File: config.mk
export PLATFORM = sky130hd
export DESIGN_NAME = epmd_top
export DESIGN_NICKNAME = d
export VERILOG_FILES = /design/src/verilog/epmd_pkg.sv /design/src/verilog/epmd_edge_doubler.sv /design/src/verilog/epmd_top.sv
export SDC_FILE = /design/constraint.sdc
export NUM_CORES = 1
export LEC_CHECK = 0
export ABC_AREA = 1
export ABC_CLOCK_PERIOD_IN_PS = 2700
export BUFFER_PORTS_ARGS = -buffer_cell sky130_fd_sc_hd__buf_2
export CORE_ASPECT_RATIO = 1.2
export CORE_MARGIN = 1.5
export CORE_UTILIZATION = 35
export CTS_BUF_LIST = sky130_fd_sc_hd__clkbuf_2
export CTS_CLUSTER_DIAMETER = 80
export DETAILED_ROUTE_END_ITERATION = 16
export SETUP_SLACK_MARGIN = 0.5
export SLEW_MARGIN = 5
export SYNTH_ARGS = -nofsm -noshare
export SYNTH_HDL_FRONTEND = slang
export SYNTH_SLANG_ARGS = --single-unit
File: constraint.sdc
create_clock -name clk -period 2.7 [get_ports clk]
set_input_delay 0.135 -clock clk [delete_from_list [all_inputs] [get_ports clk]]
set_output_delay 0.135 -clock clk [all_outputs]
set_load 0.01 [all_outputs]
File: src/verilog/epmd_pkg.sv
// Package for the encoder pulse multiplier and divider
package epmd_pkg;

  // Clock rate
  localparam int unsigned CLK_HZ = 10000000;

  // Divider switch bank
  localparam int unsigned SW_WIDTH = 8;
  localparam logic [7:0] DIV_DEFAULT = 8'h01;
  localparam logic [7:0] DIV_ZERO = 8'h00;
  localparam logic [7:0] DIV_ONE = 8'h01;

  // Full-scale divided rate for the conversion stage
  localparam int unsigned FULL_SCALE_HZ = 500;
  localparam int unsigned FULL_SCALE_CYCLES = CLK_HZ / FULL_SCALE_HZ;

  // Raw channel samples
  typedef struct packed {
    logic chan_b;
    logic chan_a;
  } epmd_chan_t;

  // Divided pulse output
  typedef struct packed {
    logic pulse;
    logic [7:0] ratio;
  } epmd_out_t;

endpackage : epmd_pkg

File: src/verilog/epmd_edge_doubler.sv
// Synchroniser and both-edge pulse generator for one encoder channel
`timescale 1ns/1ps
module epmd_edge_doubler
(
  // Clock and reset
  input wire logic clk,
  input wire logic rst,
  // Channel
  input wire logic chan_in,
  input wire logic enable,
  output logic edge_pulse
);

  logic sync1_reg;
  logic sync2_reg;
  logic prev_reg;

  // Pin is asynchronous to clk
  always_ff @(posedge clk or posedge rst)
  begin
    if (rst)
    begin
      sync1_reg <= 1'b0;
      sync2_reg <= 1'b0;
    end
    else
    begin
      sync1_reg <= chan_in;
      sync2_reg <= sync1_reg;
    end
  end

  always_ff @(posedge clk or posedge rst)
  begin
    if (rst)
      prev_reg <= 1'b0;
    else
      prev_reg <= sync2_reg;
  end

  // Rising and falling edges both count
  assign edge_pulse = enable & (sync2_reg ^ prev_reg);

endmodule : epmd_edge_doubler

File: src/verilog/epmd_top.sv
// Encoder pulse doubler, merger and switch-set divider
// Notes on behaviour
// Each channel yields a pulse on both its rising and falling edges.
// Encoder keeps each channel near half duty so doubled pulses stay even.
// Second channel lags the first by a quarter period, keeping edges distinct.
// Doubled streams merge into one, four times rate with both channels.
// Merged stream is divided by an eight-switch integer from 1 to 255.
// Divided pulses go to the conversion stage; 500 per second is full scale.
// Switch one weighs one, switch eight weighs one hundred twenty-eight.
// Shipped setting divides by one, passing merged pulses unchanged.
// One output per N merged pulses; counter clears at reset; zero acts as one.
`timescale 1ns/1ps
module epmd_top
(
  // Clock and reset
  input wire logic clk,
  input wire logic rst,
  // Encoder channels, isolated pins
  input wire epmd_pkg::epmd_chan_t chan,
  input wire logic chan_b_used,
  // Divider switches, bit 0 is switch one
  input wire logic [7:0] div_switch,
  // Conversion stage
  output epmd_pkg::epmd_out_t conv_out,
  output logic merged_pulse
);

  // Doubled edges, one per channel
  logic edge_a;
  logic edge_b;
  logic en_a;
  logic en_b;
  logic [2:0] arm_reg;

  // Switch bank and channel-select synchronisers
  logic [7:0] sw_meta_reg;
  logic [7:0] sw_reg;
  logic used_meta_reg;
  logic used_reg;

  // Ratio in force, held in a flop so the output is registered
  logic [7:0] ratio_next;
  logic [7:0] ratio_reg;

  // Merge stage
  logic [1:0] edge_total;
  logic [2:0] merge_total;
  logic [1:0] backlog_reg;
  logic [1:0] backlog_next;

  // Divider
  logic [7:0] count_reg;
  logic [7:0] count_next;
  logic hit;
  logic pulse_reg;

  // Zero switch setting would divide by 256
  function automatic logic [7:0] clamp_ratio(input logic [7:0] raw);
    clamp_ratio = (raw == epmd_pkg::DIV_ZERO) ? epmd_pkg::DIV_ONE : raw;
  endfunction : clamp_ratio

  // Number of doubled edges arriving in one cycle
  function automatic logic [1:0] edge_sum(input logic a, input logic b);
    edge_sum = {1'b0, a} + {1'b0, b};
  endfunction : edge_sum

  // Terminal count; a ratio lowered mid-count fires on the next merged pulse
  function automatic logic div_reached(input logic [7:0] cnt, input logic [7:0] n);
    div_reached = (cnt >= n - 8'h01);
  endfunction : div_reached

  // A pin already high at release must not look like an edge
  always_ff @(posedge clk or posedge rst)
  begin
    if (rst)
    begin
      arm_reg <= 3'h0;
    end
    else
    begin
      arm_reg <= {arm_reg[1:0], 1'b1};
    end
  end

  // Edges before the synchronisers have filled are dropped (limitation)
  assign en_a = arm_reg[2];
  assign en_b = arm_reg[2] & used_reg;

  epmd_edge_doubler u_dbl_a
  (
    .clk(clk),
    .rst(rst),
    .chan_in(chan.chan_a),
    .enable(en_a),
    .edge_pulse(edge_a)
  );

  epmd_edge_doubler u_dbl_b
  (
    .clk(clk),
    .rst(rst),
    .chan_in(chan.chan_b),
    .enable(en_b),
    .edge_pulse(edge_b)
  );

  // Switches are static levels from outside the clock domain
  always_ff @(posedge clk or posedge rst)
  begin
    if (rst)
    begin
      sw_meta_reg <= epmd_pkg::DIV_DEFAULT;
      sw_reg <= epmd_pkg::DIV_DEFAULT;
    end
    else
    begin
      sw_meta_reg <= div_switch;
      sw_reg <= sw_meta_reg;
    end
  end

  // Channel-select level, synchronised the same way
  always_ff @(posedge clk or posedge rst)
  begin
    if (rst)
    begin
      used_meta_reg <= 1'b0;
      used_reg <= 1'b0;
    end
    else
    begin
      used_meta_reg <= chan_b_used;
      used_reg <= used_meta_reg;
    end
  end

  assign ratio_next = clamp_ratio(sw_reg);

  // A switch change takes effect three cycles later
  always_ff @(posedge clk or posedge rst)
  begin
    if (rst)
    begin
      ratio_reg <= epmd_pkg::DIV_DEFAULT;
    end
    else
    begin
      ratio_reg <= ratio_next;
    end
  end

  assign edge_total = edge_sum(edge_a, edge_b);

  // Coincident A and B edges: the second waits a cycle instead of being lost
  always_comb
  begin
    merge_total = {1'b0, backlog_reg} + {1'b0, edge_total};
    merged_pulse = (merge_total != 3'h0);
    if (merge_total > 3'h3)
      backlog_next = 2'h3;
    else if (merge_total > 3'h1)
      backlog_next = merge_total[1:0] - 2'h1;
    else
      backlog_next = 2'h0;
  end

  // Backlog stays at one or less while each pin holds a level two cycles
  always_ff @(posedge clk or posedge rst)
  begin
    if (rst)
    begin
      backlog_reg <= 2'h0;
    end
    else
    begin
      backlog_reg <= backlog_next;
    end
  end

  always_comb
  begin
    count_next = count_reg;
    hit = 1'b0;
    if (merged_pulse)
    begin
      if (div_reached(count_reg, ratio_reg))
      begin
        count_next = 8'h00;
        hit = 1'b1;
      end
      else
        count_next = count_reg + 8'h01;
    end
  end

  always_ff @(posedge clk or posedge rst)
  begin
    if (rst)
    begin
      count_reg <= 8'h00;
    end
    else
    begin
      count_reg <= count_next;
    end
  end

  always_ff @(posedge clk or posedge rst)
  begin
    if (rst)
    begin
      pulse_reg <= 1'b0;
    end
    else
    begin
      pulse_reg <= hit;
    end
  end

  // Pulse in the top bit, ratio below
  assign conv_out = {pulse_reg, ratio_reg};

endmodule : epmd_top

==> report_table.html, run 1 <==
<table>
<tr><th>Metric</th><th>Value</th></tr>
<tr><th colspan="2">Run status</th></tr>
<tr><td>Run status</td><td>completed</td></tr>
<tr><th colspan="2">Global route</th></tr>
<tr><td>Overall track demand over capacity in global routing</td><td>11.3%</td></tr>
<tr><td>Maximum number of pins on one net before global-route repair</td><td>47</td></tr>
<tr><td>Via count of the first global-routing pass</td><td>1,258</td></tr>
<tr><td>Global-route wire length before repair</td><td>5350 um</td></tr>
<tr><td>Initial antenna violation count</td><td>0</td></tr>
<tr><td>Overall overflow remaining after global route</td><td>0</td></tr>
<tr><th colspan="2">STA</th></tr>
<tr><td>Worst-Margin Slew</td><td>0.898 ns</td></tr>
<tr><td>Setup slack of the critical path after layout</td><td>0.488 ns</td></tr>
<tr><td>Final setup violation count</td><td>0</td></tr>
<tr><td>Worst Hold Slack</td><td>0.343 ns</td></tr>
<tr><td>Max transition margin</td><td>40.1%</td></tr>
<tr><td>Min Clock Period, post-route</td><td>2.21 ns</td></tr>
<tr><td>Number of endpoints with negative hold slack in the final report</td><td>0</td></tr>
<tr><td>Final critical-path share of the clock period</td><td>81.9%</td></tr>
<tr><td>Clock skew</td><td>0.0121 ns</td></tr>
<tr><td>Final-report max-slew violation count</td><td>0</td></tr>
<tr><td>RSZ-0062 raised after global routing</td><td>true</td></tr>
<tr><td>Fmax</td><td>452 MHz</td></tr>
<tr><td>Total Neg Setup Slack</td><td>0 ns</td></tr>
<tr><th colspan="2">Min path</th></tr>
<tr><td>Worst hold-check path type</td><td>primary input to flop</td></tr>
<tr><td>Hold path startpoint</td><td>div_switch[0]</td></tr>
<tr><th colspan="2">CTS</th></tr>
<tr><td>Total clock buffers created by CTS</td><td>5</td></tr>
<tr><td>Library cell used as clock root buffer</td><td>clkbuf_2</td></tr>
<tr><td>Clock Latency Late Sink</td><td>0.40 ns</td></tr>
<tr><td>H-tree depth</td><td>2</td></tr>
<tr><td>Sink Count</td><td>46</td></tr>
<tr><td>CTS tree</td><td>built</td></tr>
<tr><td>Clock transition at the registers of the reported paths</td><td>0.23 ns</td></tr>
<tr><td>Maximum clock insertion buffer count</td><td>2</td></tr>
<tr><th colspan="2">Critical path</th></tr>
<tr><td>Data required time of the worst path</td><td>2.57 ns</td></tr>
<tr><td>Worst reg2reg startpoint</td><td>u_dbl_b.prev_reg</td></tr>
<tr><td>Worst Setup Path Type</td><td>flop to output pin</td></tr>
<tr><td>Maximum fanout along the worst path</td><td>3</td></tr>
<tr><td>Startpoint class of the critical path</td><td>flop</td></tr>
<tr><td>Critical path origin</td><td>u_dbl_b.prev_reg</td></tr>
<tr><td>Worst endpoint data arrival time</td><td>2.08 ns</td></tr>
<tr><td>Setup crit end kind</td><td>output pin</td></tr>
<tr><th colspan="2">Logic synthesis</th></tr>
<tr><td>Sequential share of the synthesized area</td><td>59.0%</td></tr>
<tr><td>Xor-xnor portion of the synthesized cell area</td><td>4.03%</td></tr>
<tr><td>Library cells used by synthesis</td><td>31</td></tr>
<tr><td>Mux contribution to synthesized area</td><td>0%</td></tr>
<tr><td>Dominant combinational cell family by area after synthesis</td><td>simple AND/OR/NAND/NOR gates</td></tr>
<tr><td>Instance count of the mapped netlist</td><td>171</td></tr>
<tr><td>Number of nets in the synthesized netlist</td><td>200</td></tr>
<tr><td>Mean Syn Cell Area</td><td>11.4 um^2</td></tr>
<tr><td>Number of warnings issued by yosys</td><td>0</td></tr>
<tr><td>Simple-gate area share of the yosys netlist</td><td>14.3%</td></tr>
<tr><td>Number of storage elements in the synthesis netlist</td><td>46</td></tr>
<tr><td>Area of the mapped netlist</td><td>1960 um^2</td></tr>
<tr><td>Complex-gate fraction of the synthesized area</td><td>5.05%</td></tr>
<tr><td>Fraction of the mapped netlist area in adder cells</td><td>11.4%</td></tr>
<tr><th colspan="2">Final layout</th></tr>
<tr><td>Most used cells in the layout excluding fill and tap cells</td><td>dfrtp_1 (42), nand2_1 (24), buf_2 (21)</td></tr>
<tr><td>Nets</td><td>245</td></tr>
<tr><td>Inserted Diodes</td><td>0</td></tr>
<tr><td>Final Core Density</td><td>47.6%</td></tr>
<tr><td>Layout-stage area growth over the synthesis result</td><td>29.7%</td></tr>
<tr><td>Final instance count without filler cells</td><td>279</td></tr>
<tr><td>Number of inserted filler cells in the final layout</td><td>507</td></tr>
<tr><td>Fraction of layout cells with a size suffix above 1</td><td>39.6%</td></tr>
<tr><td>Final standard cell area without fillers</td><td>2540 um^2</td></tr>
<tr><td>Most common library cell in the layout ignoring fill and taps</td><td>dfrtp_1</td></tr>
<tr><th colspan="2">Floorplanning</th></tr>
<tr><td>Number of core rows</td><td>29</td></tr>
<tr><td>Core footprint</td><td>5330 um^2</td></tr>
<tr><td>Die area</td><td>6050 um^2</td></tr>
<tr><td>Horizontal die dimension</td><td>71.3 um</td></tr>
<tr><td>Chip height</td><td>84.9 um</td></tr>
<tr><td>Top-level port count</td><td>23</td></tr>
<tr><td>Starting utilization of the core area</td><td>36.7%</td></tr>
<tr><th colspan="2">Route</th></tr>
<tr><td>Final wirelength</td><td>3140 um</td></tr>
<tr><td>Antenna Nets Post-Route</td><td>0</td></tr>
<tr><td>WL/cell</td><td>11.2 um</td></tr>
<tr><td>Via density per instance</td><td>4.43</td></tr>
<tr><td>Routed vias</td><td>1,235</td></tr>
<tr><td>DR pass1 iterations</td><td>6</td></tr>
<tr><td>Count of routing violations after the opening detailed-route iteration</td><td>41</td></tr>
<tr><td>Total DRC errors in the routed layout</td><td>0</td></tr>
<tr><th colspan="2">Place</th></tr>
<tr><td>Port Buf Inserts</td><td>22</td></tr>
<tr><td>Placed Area</td><td>2110 um^2</td></tr>
<tr><td>Total instance count after detailed placement</td><td>246</td></tr>
<tr><td>DP HPWL</td><td>1930 um</td></tr>
<tr><td>Final weighted congestion in routability-driven placement</td><td>0.759</td></tr>
<tr><td>Worst setup slack before clock tree synthesis</td><td>0.342 ns</td></tr>
<tr><th colspan="2">Power</th></tr>
<tr><td>Max VDD drop</td><td>390 uV</td></tr>
<tr><td>Total Power</td><td>1.64 mW</td></tr>
<tr><td>Cell area power density</td><td>647 nW/um^2</td></tr>
<tr><td>Leakage power summed over all cells</td><td>1.22 nW</td></tr>
<tr><th colspan="2">Flow run</th></tr>
<tr><td>Max-cap check violation count</td><td>0</td></tr>
</table>
==> where the power goes <==
part	leakage [nW]	internal (mW)	total (mW)	switching [mW]
Combinational	0.627	0.199	0.430	0.231
Clock	0.0433	0.159	0.377	0.218
Sequential	0.549	0.759	0.836	0.0769
Total	1.22	1.12	1.64	0.526
==> layout make-up <==
cell class	instances	area (um^2)	area share [%]
clock inverter	3	43.8	1.72
inverter	21	81.3	3.20
sequential	46	1160	45.5
clock buffer	5	25.0	0.986
multi-input combinational	96	821	32.3
timing repair buffer	46	334	13.2
tap	62	77.6	3.06
==> per-layer routing <==
metal  wire (um)  GRT usage, %
met1        1340          13.3
met2        1650          19.7
met3         116          3.09
met4          23          4.12
met5           0             0
==> final timing paths <==
| path | slack [ns] | end | depth (start not counted) |
|---|---|---|---|
| worst max-delay path | 0.49 | merged_pulse | 9 |
| worst min register to register | 0.37 | sw_reg[0] | 0 |
| min in group asynchronous | 0.43 | count_reg[3] | 3 |
| worst max register to register | 0.54 | count_reg[6] | 13 |
| max in group asynchronous | 1.66 | ratio_reg[2] | 3 |
| worst min-delay path | 0.34 | sw_meta_reg[0] | 2 |
==> kinds of logic (layout without fill, tap and decap cells) <==
kind of cell,after synthesis,count (layout)
simple gates,54,55
other cells,1,1
buf+inv,30,75
fa+ha+maj,16,16
flops,46,46
compound gates,15,15
xor+xnor,9,9
==> cell usage after synthesis <==
master,count,area (um^2)
dfstp_2,3,78.8
ha_1,13,163
o21ai_1,1,5.00
fa_1,3,60.1
conb_1,1,3.75
nor2_2,3,18.8
nand2_2,3,18.8
dfrtp_1,43,1080
a21oi_2,3,26.3
buf_2,1,5.00
nor4_1,1,6.26
nand3_4,1,17.5
inv_1,20,75.1
xnor2_1,5,43.8
xor2_1,4,35.0
nand3_1,4,20.0
o211ai_1,1,7.51
a21o_1,2,15.0
inv_2,1,3.75
a21oi_1,6,30.0
nand4_1,2,12.5
nor2_1,7,26.3
clkbuf_1,7,26.3
nand4_2,1,12.5
a21boi_1,1,7.51
nor3_1,1,5.00
nor2_4,1,11.3
buf_4,1,7.51
nand2_1,27,101
nor3_2,3,30.0
o21bai_1,1,7.51
==> what timing repair did <==
action | CTS | global route
resized for setup | 14 | 23
buffers inserted | 8 | 4
gates cloned | 1 | 0
endpoints found under the hold margin | 54 | 0
endpoints found under the setup margin | 10 | 10
pin swaps | 5 | 9
hold buffers | 12 | 0
==> critical path, stage by stage, from the launching register on <==
cell and delay (ns):
dfrtp_1 0.43, o211ai_1 0.21, a21oi_2 0.06, fa_2 0.35, inv_2 0.07, ha_4 0.19
inv_2 0.06, ha_4 0.14, nand2_4 0.06, buf_6 0.12
No activity file was read; power rests on OpenSTA's default activity.
==> run 2: changes to the inputs <==
ABC_CLOCK_PERIOD_IN_PS = 2200   (was 2700)
clock period = 2.2 ns   (was 2.7 ns; I/O delays follow)
==> report_table.html, run 2 (synthesis results as in run 1) <==
<table>
<tr><th>Metric</th><th>Value</th></tr>
<tr><th colspan="2">Run status</th></tr>
<tr><td>Run status</td><td>finished with violations (was completed)</td></tr>
<tr><td>Violated checks</td><td>negative setup slack</td></tr>
<tr><th colspan="2">CTS</th></tr>
<tr><td>Clock Latency Late Sink</td><td>0.39 ns (was 0.40 ns)</td></tr>
<tr><td>Maximum clock insertion buffer count</td><td>2 (unchanged)</td></tr>
<tr><td>Clock transition at the registers of the reported paths</td><td>0.24 ns (was 0.23 ns)</td></tr>
<tr><td>Total clock buffers created by CTS</td><td>5 (unchanged)</td></tr>
<tr><td>Library cell used as clock root buffer</td><td>clkbuf_2 (unchanged)</td></tr>
<tr><td>H-tree depth</td><td>2 (unchanged)</td></tr>
<tr><td>Sink Count</td><td>46 (unchanged)</td></tr>
<tr><td>CTS tree</td><td>built (unchanged)</td></tr>
<tr><th colspan="2">Min path</th></tr>
<tr><td>Worst hold-check path type</td><td>primary input to asynchronous set/reset pin (was primary input to flop)</td></tr>
<tr><th colspan="2">Global route</th></tr>
<tr><td>Via count of the first global-routing pass</td><td>1,314 (was 1,258)</td></tr>
<tr><td>Overall track demand over capacity in global routing</td><td>11.9% (was 11.3%)</td></tr>
<tr><td>Overall overflow remaining after global route</td><td>0 (unchanged)</td></tr>
<tr><td>Maximum number of pins on one net before global-route repair</td><td>30 (was 47)</td></tr>
<tr><td>Initial antenna violation count</td><td>0 (unchanged)</td></tr>
<tr><td>Global-route wire length before repair</td><td>5720 um (was 5350 um)</td></tr>
<tr><th colspan="2">STA</th></tr>
<tr><td>Number of endpoints with negative hold slack in the final report</td><td>0 (unchanged)</td></tr>
<tr><td>Final critical-path share of the clock period</td><td>103%</td></tr>
<tr><td>Setup slack of the critical path after layout</td><td>-0.0741 ns (was 0.488 ns)</td></tr>
<tr><td>Fmax</td><td>440 MHz</td></tr>
<tr><td>Total Neg Setup Slack</td><td>-0.0887 ns (was 0 ns)</td></tr>
<tr><td>Final setup violation count</td><td>3 (was 0)</td></tr>
<tr><td>Final-report max-slew violation count</td><td>0 (unchanged)</td></tr>
<tr><td>RSZ-0062 raised after global routing</td><td>true (unchanged)</td></tr>
<tr><td>Clock skew</td><td>0.0191 ns (was 0.0121 ns)</td></tr>
<tr><td>Min Clock Period, post-route</td><td>2.27 ns</td></tr>
<tr><td>Worst Hold Slack</td><td>0.208 ns (was 0.343 ns)</td></tr>
<tr><th colspan="2">Floorplanning</th></tr>
<tr><td>Top-level port count</td><td>23 (unchanged)</td></tr>
<tr><td>Horizontal die dimension</td><td>71.3 um (unchanged)</td></tr>
<tr><td>Chip height</td><td>84.9 um (unchanged)</td></tr>
<tr><td>Number of core rows</td><td>29 (unchanged)</td></tr>
<tr><td>Starting utilization of the core area</td><td>36.7% (unchanged)</td></tr>
<tr><td>Core footprint</td><td>5330 um^2 (unchanged)</td></tr>
<tr><td>Die area</td><td>6050 um^2 (unchanged)</td></tr>
<tr><th colspan="2">Place</th></tr>
<tr><td>Final weighted congestion in routability-driven placement</td><td>0.791 (was 0.759)</td></tr>
<tr><td>Placed Area</td><td>2150 um^2 (was 2110 um^2)</td></tr>
<tr><td>Worst setup slack before clock tree synthesis</td><td>0.0572 ns (was 0.342 ns)</td></tr>
<tr><td>Total instance count after detailed placement</td><td>250 (was 246)</td></tr>
<tr><td>DP HPWL</td><td>2110 um (was 1930 um)</td></tr>
<tr><td>Port Buf Inserts</td><td>22 (unchanged)</td></tr>
<tr><th colspan="2">Power</th></tr>
<tr><td>Cell area power density</td><td>793 nW/um^2 (was 647 nW/um^2)</td></tr>
<tr><td>Max VDD drop</td><td>568 uV (was 390 uV)</td></tr>
<tr><td>Leakage power summed over all cells</td><td>1.27 nW (was 1.22 nW)</td></tr>
<tr><td>Total Power</td><td>2.09 mW (was 1.64 mW)</td></tr>
<tr><th colspan="2">Critical path</th></tr>
<tr><td>Worst Setup Path Type</td><td>flop to output pin (unchanged)</td></tr>
<tr><td>Worst-case register-to-register setup slack</td><td>-0.01 ns (was 0.54 ns)</td></tr>
<tr><td>Endpoint of the most critical setup path</td><td>merged_pulse (unchanged)</td></tr>
<tr><td>Worst endpoint data arrival time</td><td>2.16 ns (was 2.08 ns)</td></tr>
<tr><td>Startpoint class of the critical path</td><td>flop (unchanged)</td></tr>
<tr><td>Worst reg2reg startpoint</td><td>u_dbl_b.prev_reg (unchanged)</td></tr>
<tr><td>Critical R2R Capture</td><td>count_reg[7] (was count_reg[6])</td></tr>
<tr><td>Worst Reg2Reg Path Length in Cells</td><td>16 (was 13)</td></tr>
<tr><td>Setup crit end kind</td><td>output pin (unchanged)</td></tr>
<tr><td>Maximum fanout along the worst path</td><td>2 (was 3)</td></tr>
<tr><td>Critical path origin</td><td>u_dbl_b.prev_reg (unchanged)</td></tr>
<tr><td>Data required time of the worst path</td><td>2.09 ns (was 2.57 ns)</td></tr>
<tr><th colspan="2">Final layout</th></tr>
<tr><td>Most used cells in the layout excluding fill and tap cells</td><td>dfrtp_1 (42), nand2_1 (24), buf_2 (21) (unchanged)</td></tr>
<tr><td>Nets</td><td>255 (was 245)</td></tr>
<tr><td>Final Core Density</td><td>49.5% (was 47.6%)</td></tr>
<tr><td>Final instance count without filler cells</td><td>289 (was 279)</td></tr>
<tr><td>Layout-stage area growth over the synthesis result</td><td>34.8% (was 29.7%)</td></tr>
<tr><td>Number of inserted filler cells in the final layout</td><td>455 (was 507)</td></tr>
<tr><td>Inserted Diodes</td><td>0 (unchanged)</td></tr>
<tr><td>Fraction of layout cells with a size suffix above 1</td><td>43.6% (was 39.6%)</td></tr>
<tr><td>Final standard cell area without fillers</td><td>2640 um^2 (was 2540 um^2)</td></tr>
<tr><td>Most common library cell in the layout ignoring fill and taps</td><td>dfrtp_1 (unchanged)</td></tr>
<tr><th colspan="2">Route</th></tr>
<tr><td>Via density per instance</td><td>4.58 (was 4.43)</td></tr>
<tr><td>Antenna Nets Post-Route</td><td>0 (unchanged)</td></tr>
<tr><td>Count of routing violations after the opening detailed-route iteration</td><td>53 (was 41)</td></tr>
<tr><td>Total DRC errors in the routed layout</td><td>0 (unchanged)</td></tr>
<tr><td>Final wirelength</td><td>3330 um (was 3140 um)</td></tr>
<tr><td>Routed vias</td><td>1,324 (was 1,235)</td></tr>
<tr><td>DR pass1 iterations</td><td>4 (was 6)</td></tr>
<tr><td>WL/cell</td><td>11.5 um (was 11.2 um)</td></tr>
<tr><th colspan="2">Flow run</th></tr>
<tr><td>Max-cap check violation count</td><td>0 (unchanged)</td></tr>
</table>
-- run 2: changes by cell type in the layout (fill, tap and decap cells not counted), sizes merged --
cell and change:
clkinv -1, inv -1, clkbuf +1, clkinvlp +1
buf +10
-- run 2: how the worst min path moves through the flow --
stage	start	endpoint	slack, ns	depth (start not counted)
after floorplan	div_switch[0]	sw_meta_reg[0]	0.11	0
after global placement	rst	used_meta_reg	0.12	2
final	rst	count_reg[7]	0.21	3
after CTS	rst	count_reg[7]	0.19	3
after detailed placement	rst	used_meta_reg	0.12	2
after global routing	rst	count_reg[2]	0.21	3
-- run 2: critical path, stage by stage (launching register included) --
cell and delay [ns]:
dfrtp_1 0.43, o211ai_1 0.20, a21oi_2 0.06, fa_2 0.35, inv_2 0.08, ha_4 0.20
inv_4 0.05, ha_4 0.14, nand2_4 0.05, buf_6 0.11, buf_6 0.11
-- run 2: area by class of cell --
class / count / area, um^2 / share of cell area [%]
flip-flops and latches: 46 / 1160 / 43.8
multi-input cells: 96 / 843 / 32.0
well taps: 62 / 77.6 / 2.94
inverters: 21 / 81.3 / 3.08
clock buffers: 6 / 30.0 / 1.14
repair buffers: 56 / 413 / 15.6
clock inverters: 2 / 37.5 / 1.42
-- run 2: power by group --
part           switching [mW]  internal, mW  leakage [nW]
clock network           0.263         0.197        0.0392
logic                   0.308         0.292         0.683
registers               0.101         0.931         0.549
total                   0.672          1.42          1.27
-- run 2: metal layers --
| layer | vias to the layer above | global-route usage, % | part of all wire, % |
|---|---|---|---|
| li1 | 641 | - | - |
| met1 | 659 | 14.0 | 41 |
| met2 | 22 | 21.2 | 54 |
| met3 | 2 | 3.21 | 3.7 |
| met4 | 0 | 3.09 | 0.69 |
| met5 | - | 0 | 0 |
-- run 2: repair_timing --
item,CTS,global route
hold buffers,12,0
gates resized for setup,26,11
buffers inserted,10,8
pin swaps,11,13
endpoints found under the setup margin,11,12
gates cloned,1,0
endpoints found under the hold margin,28,0
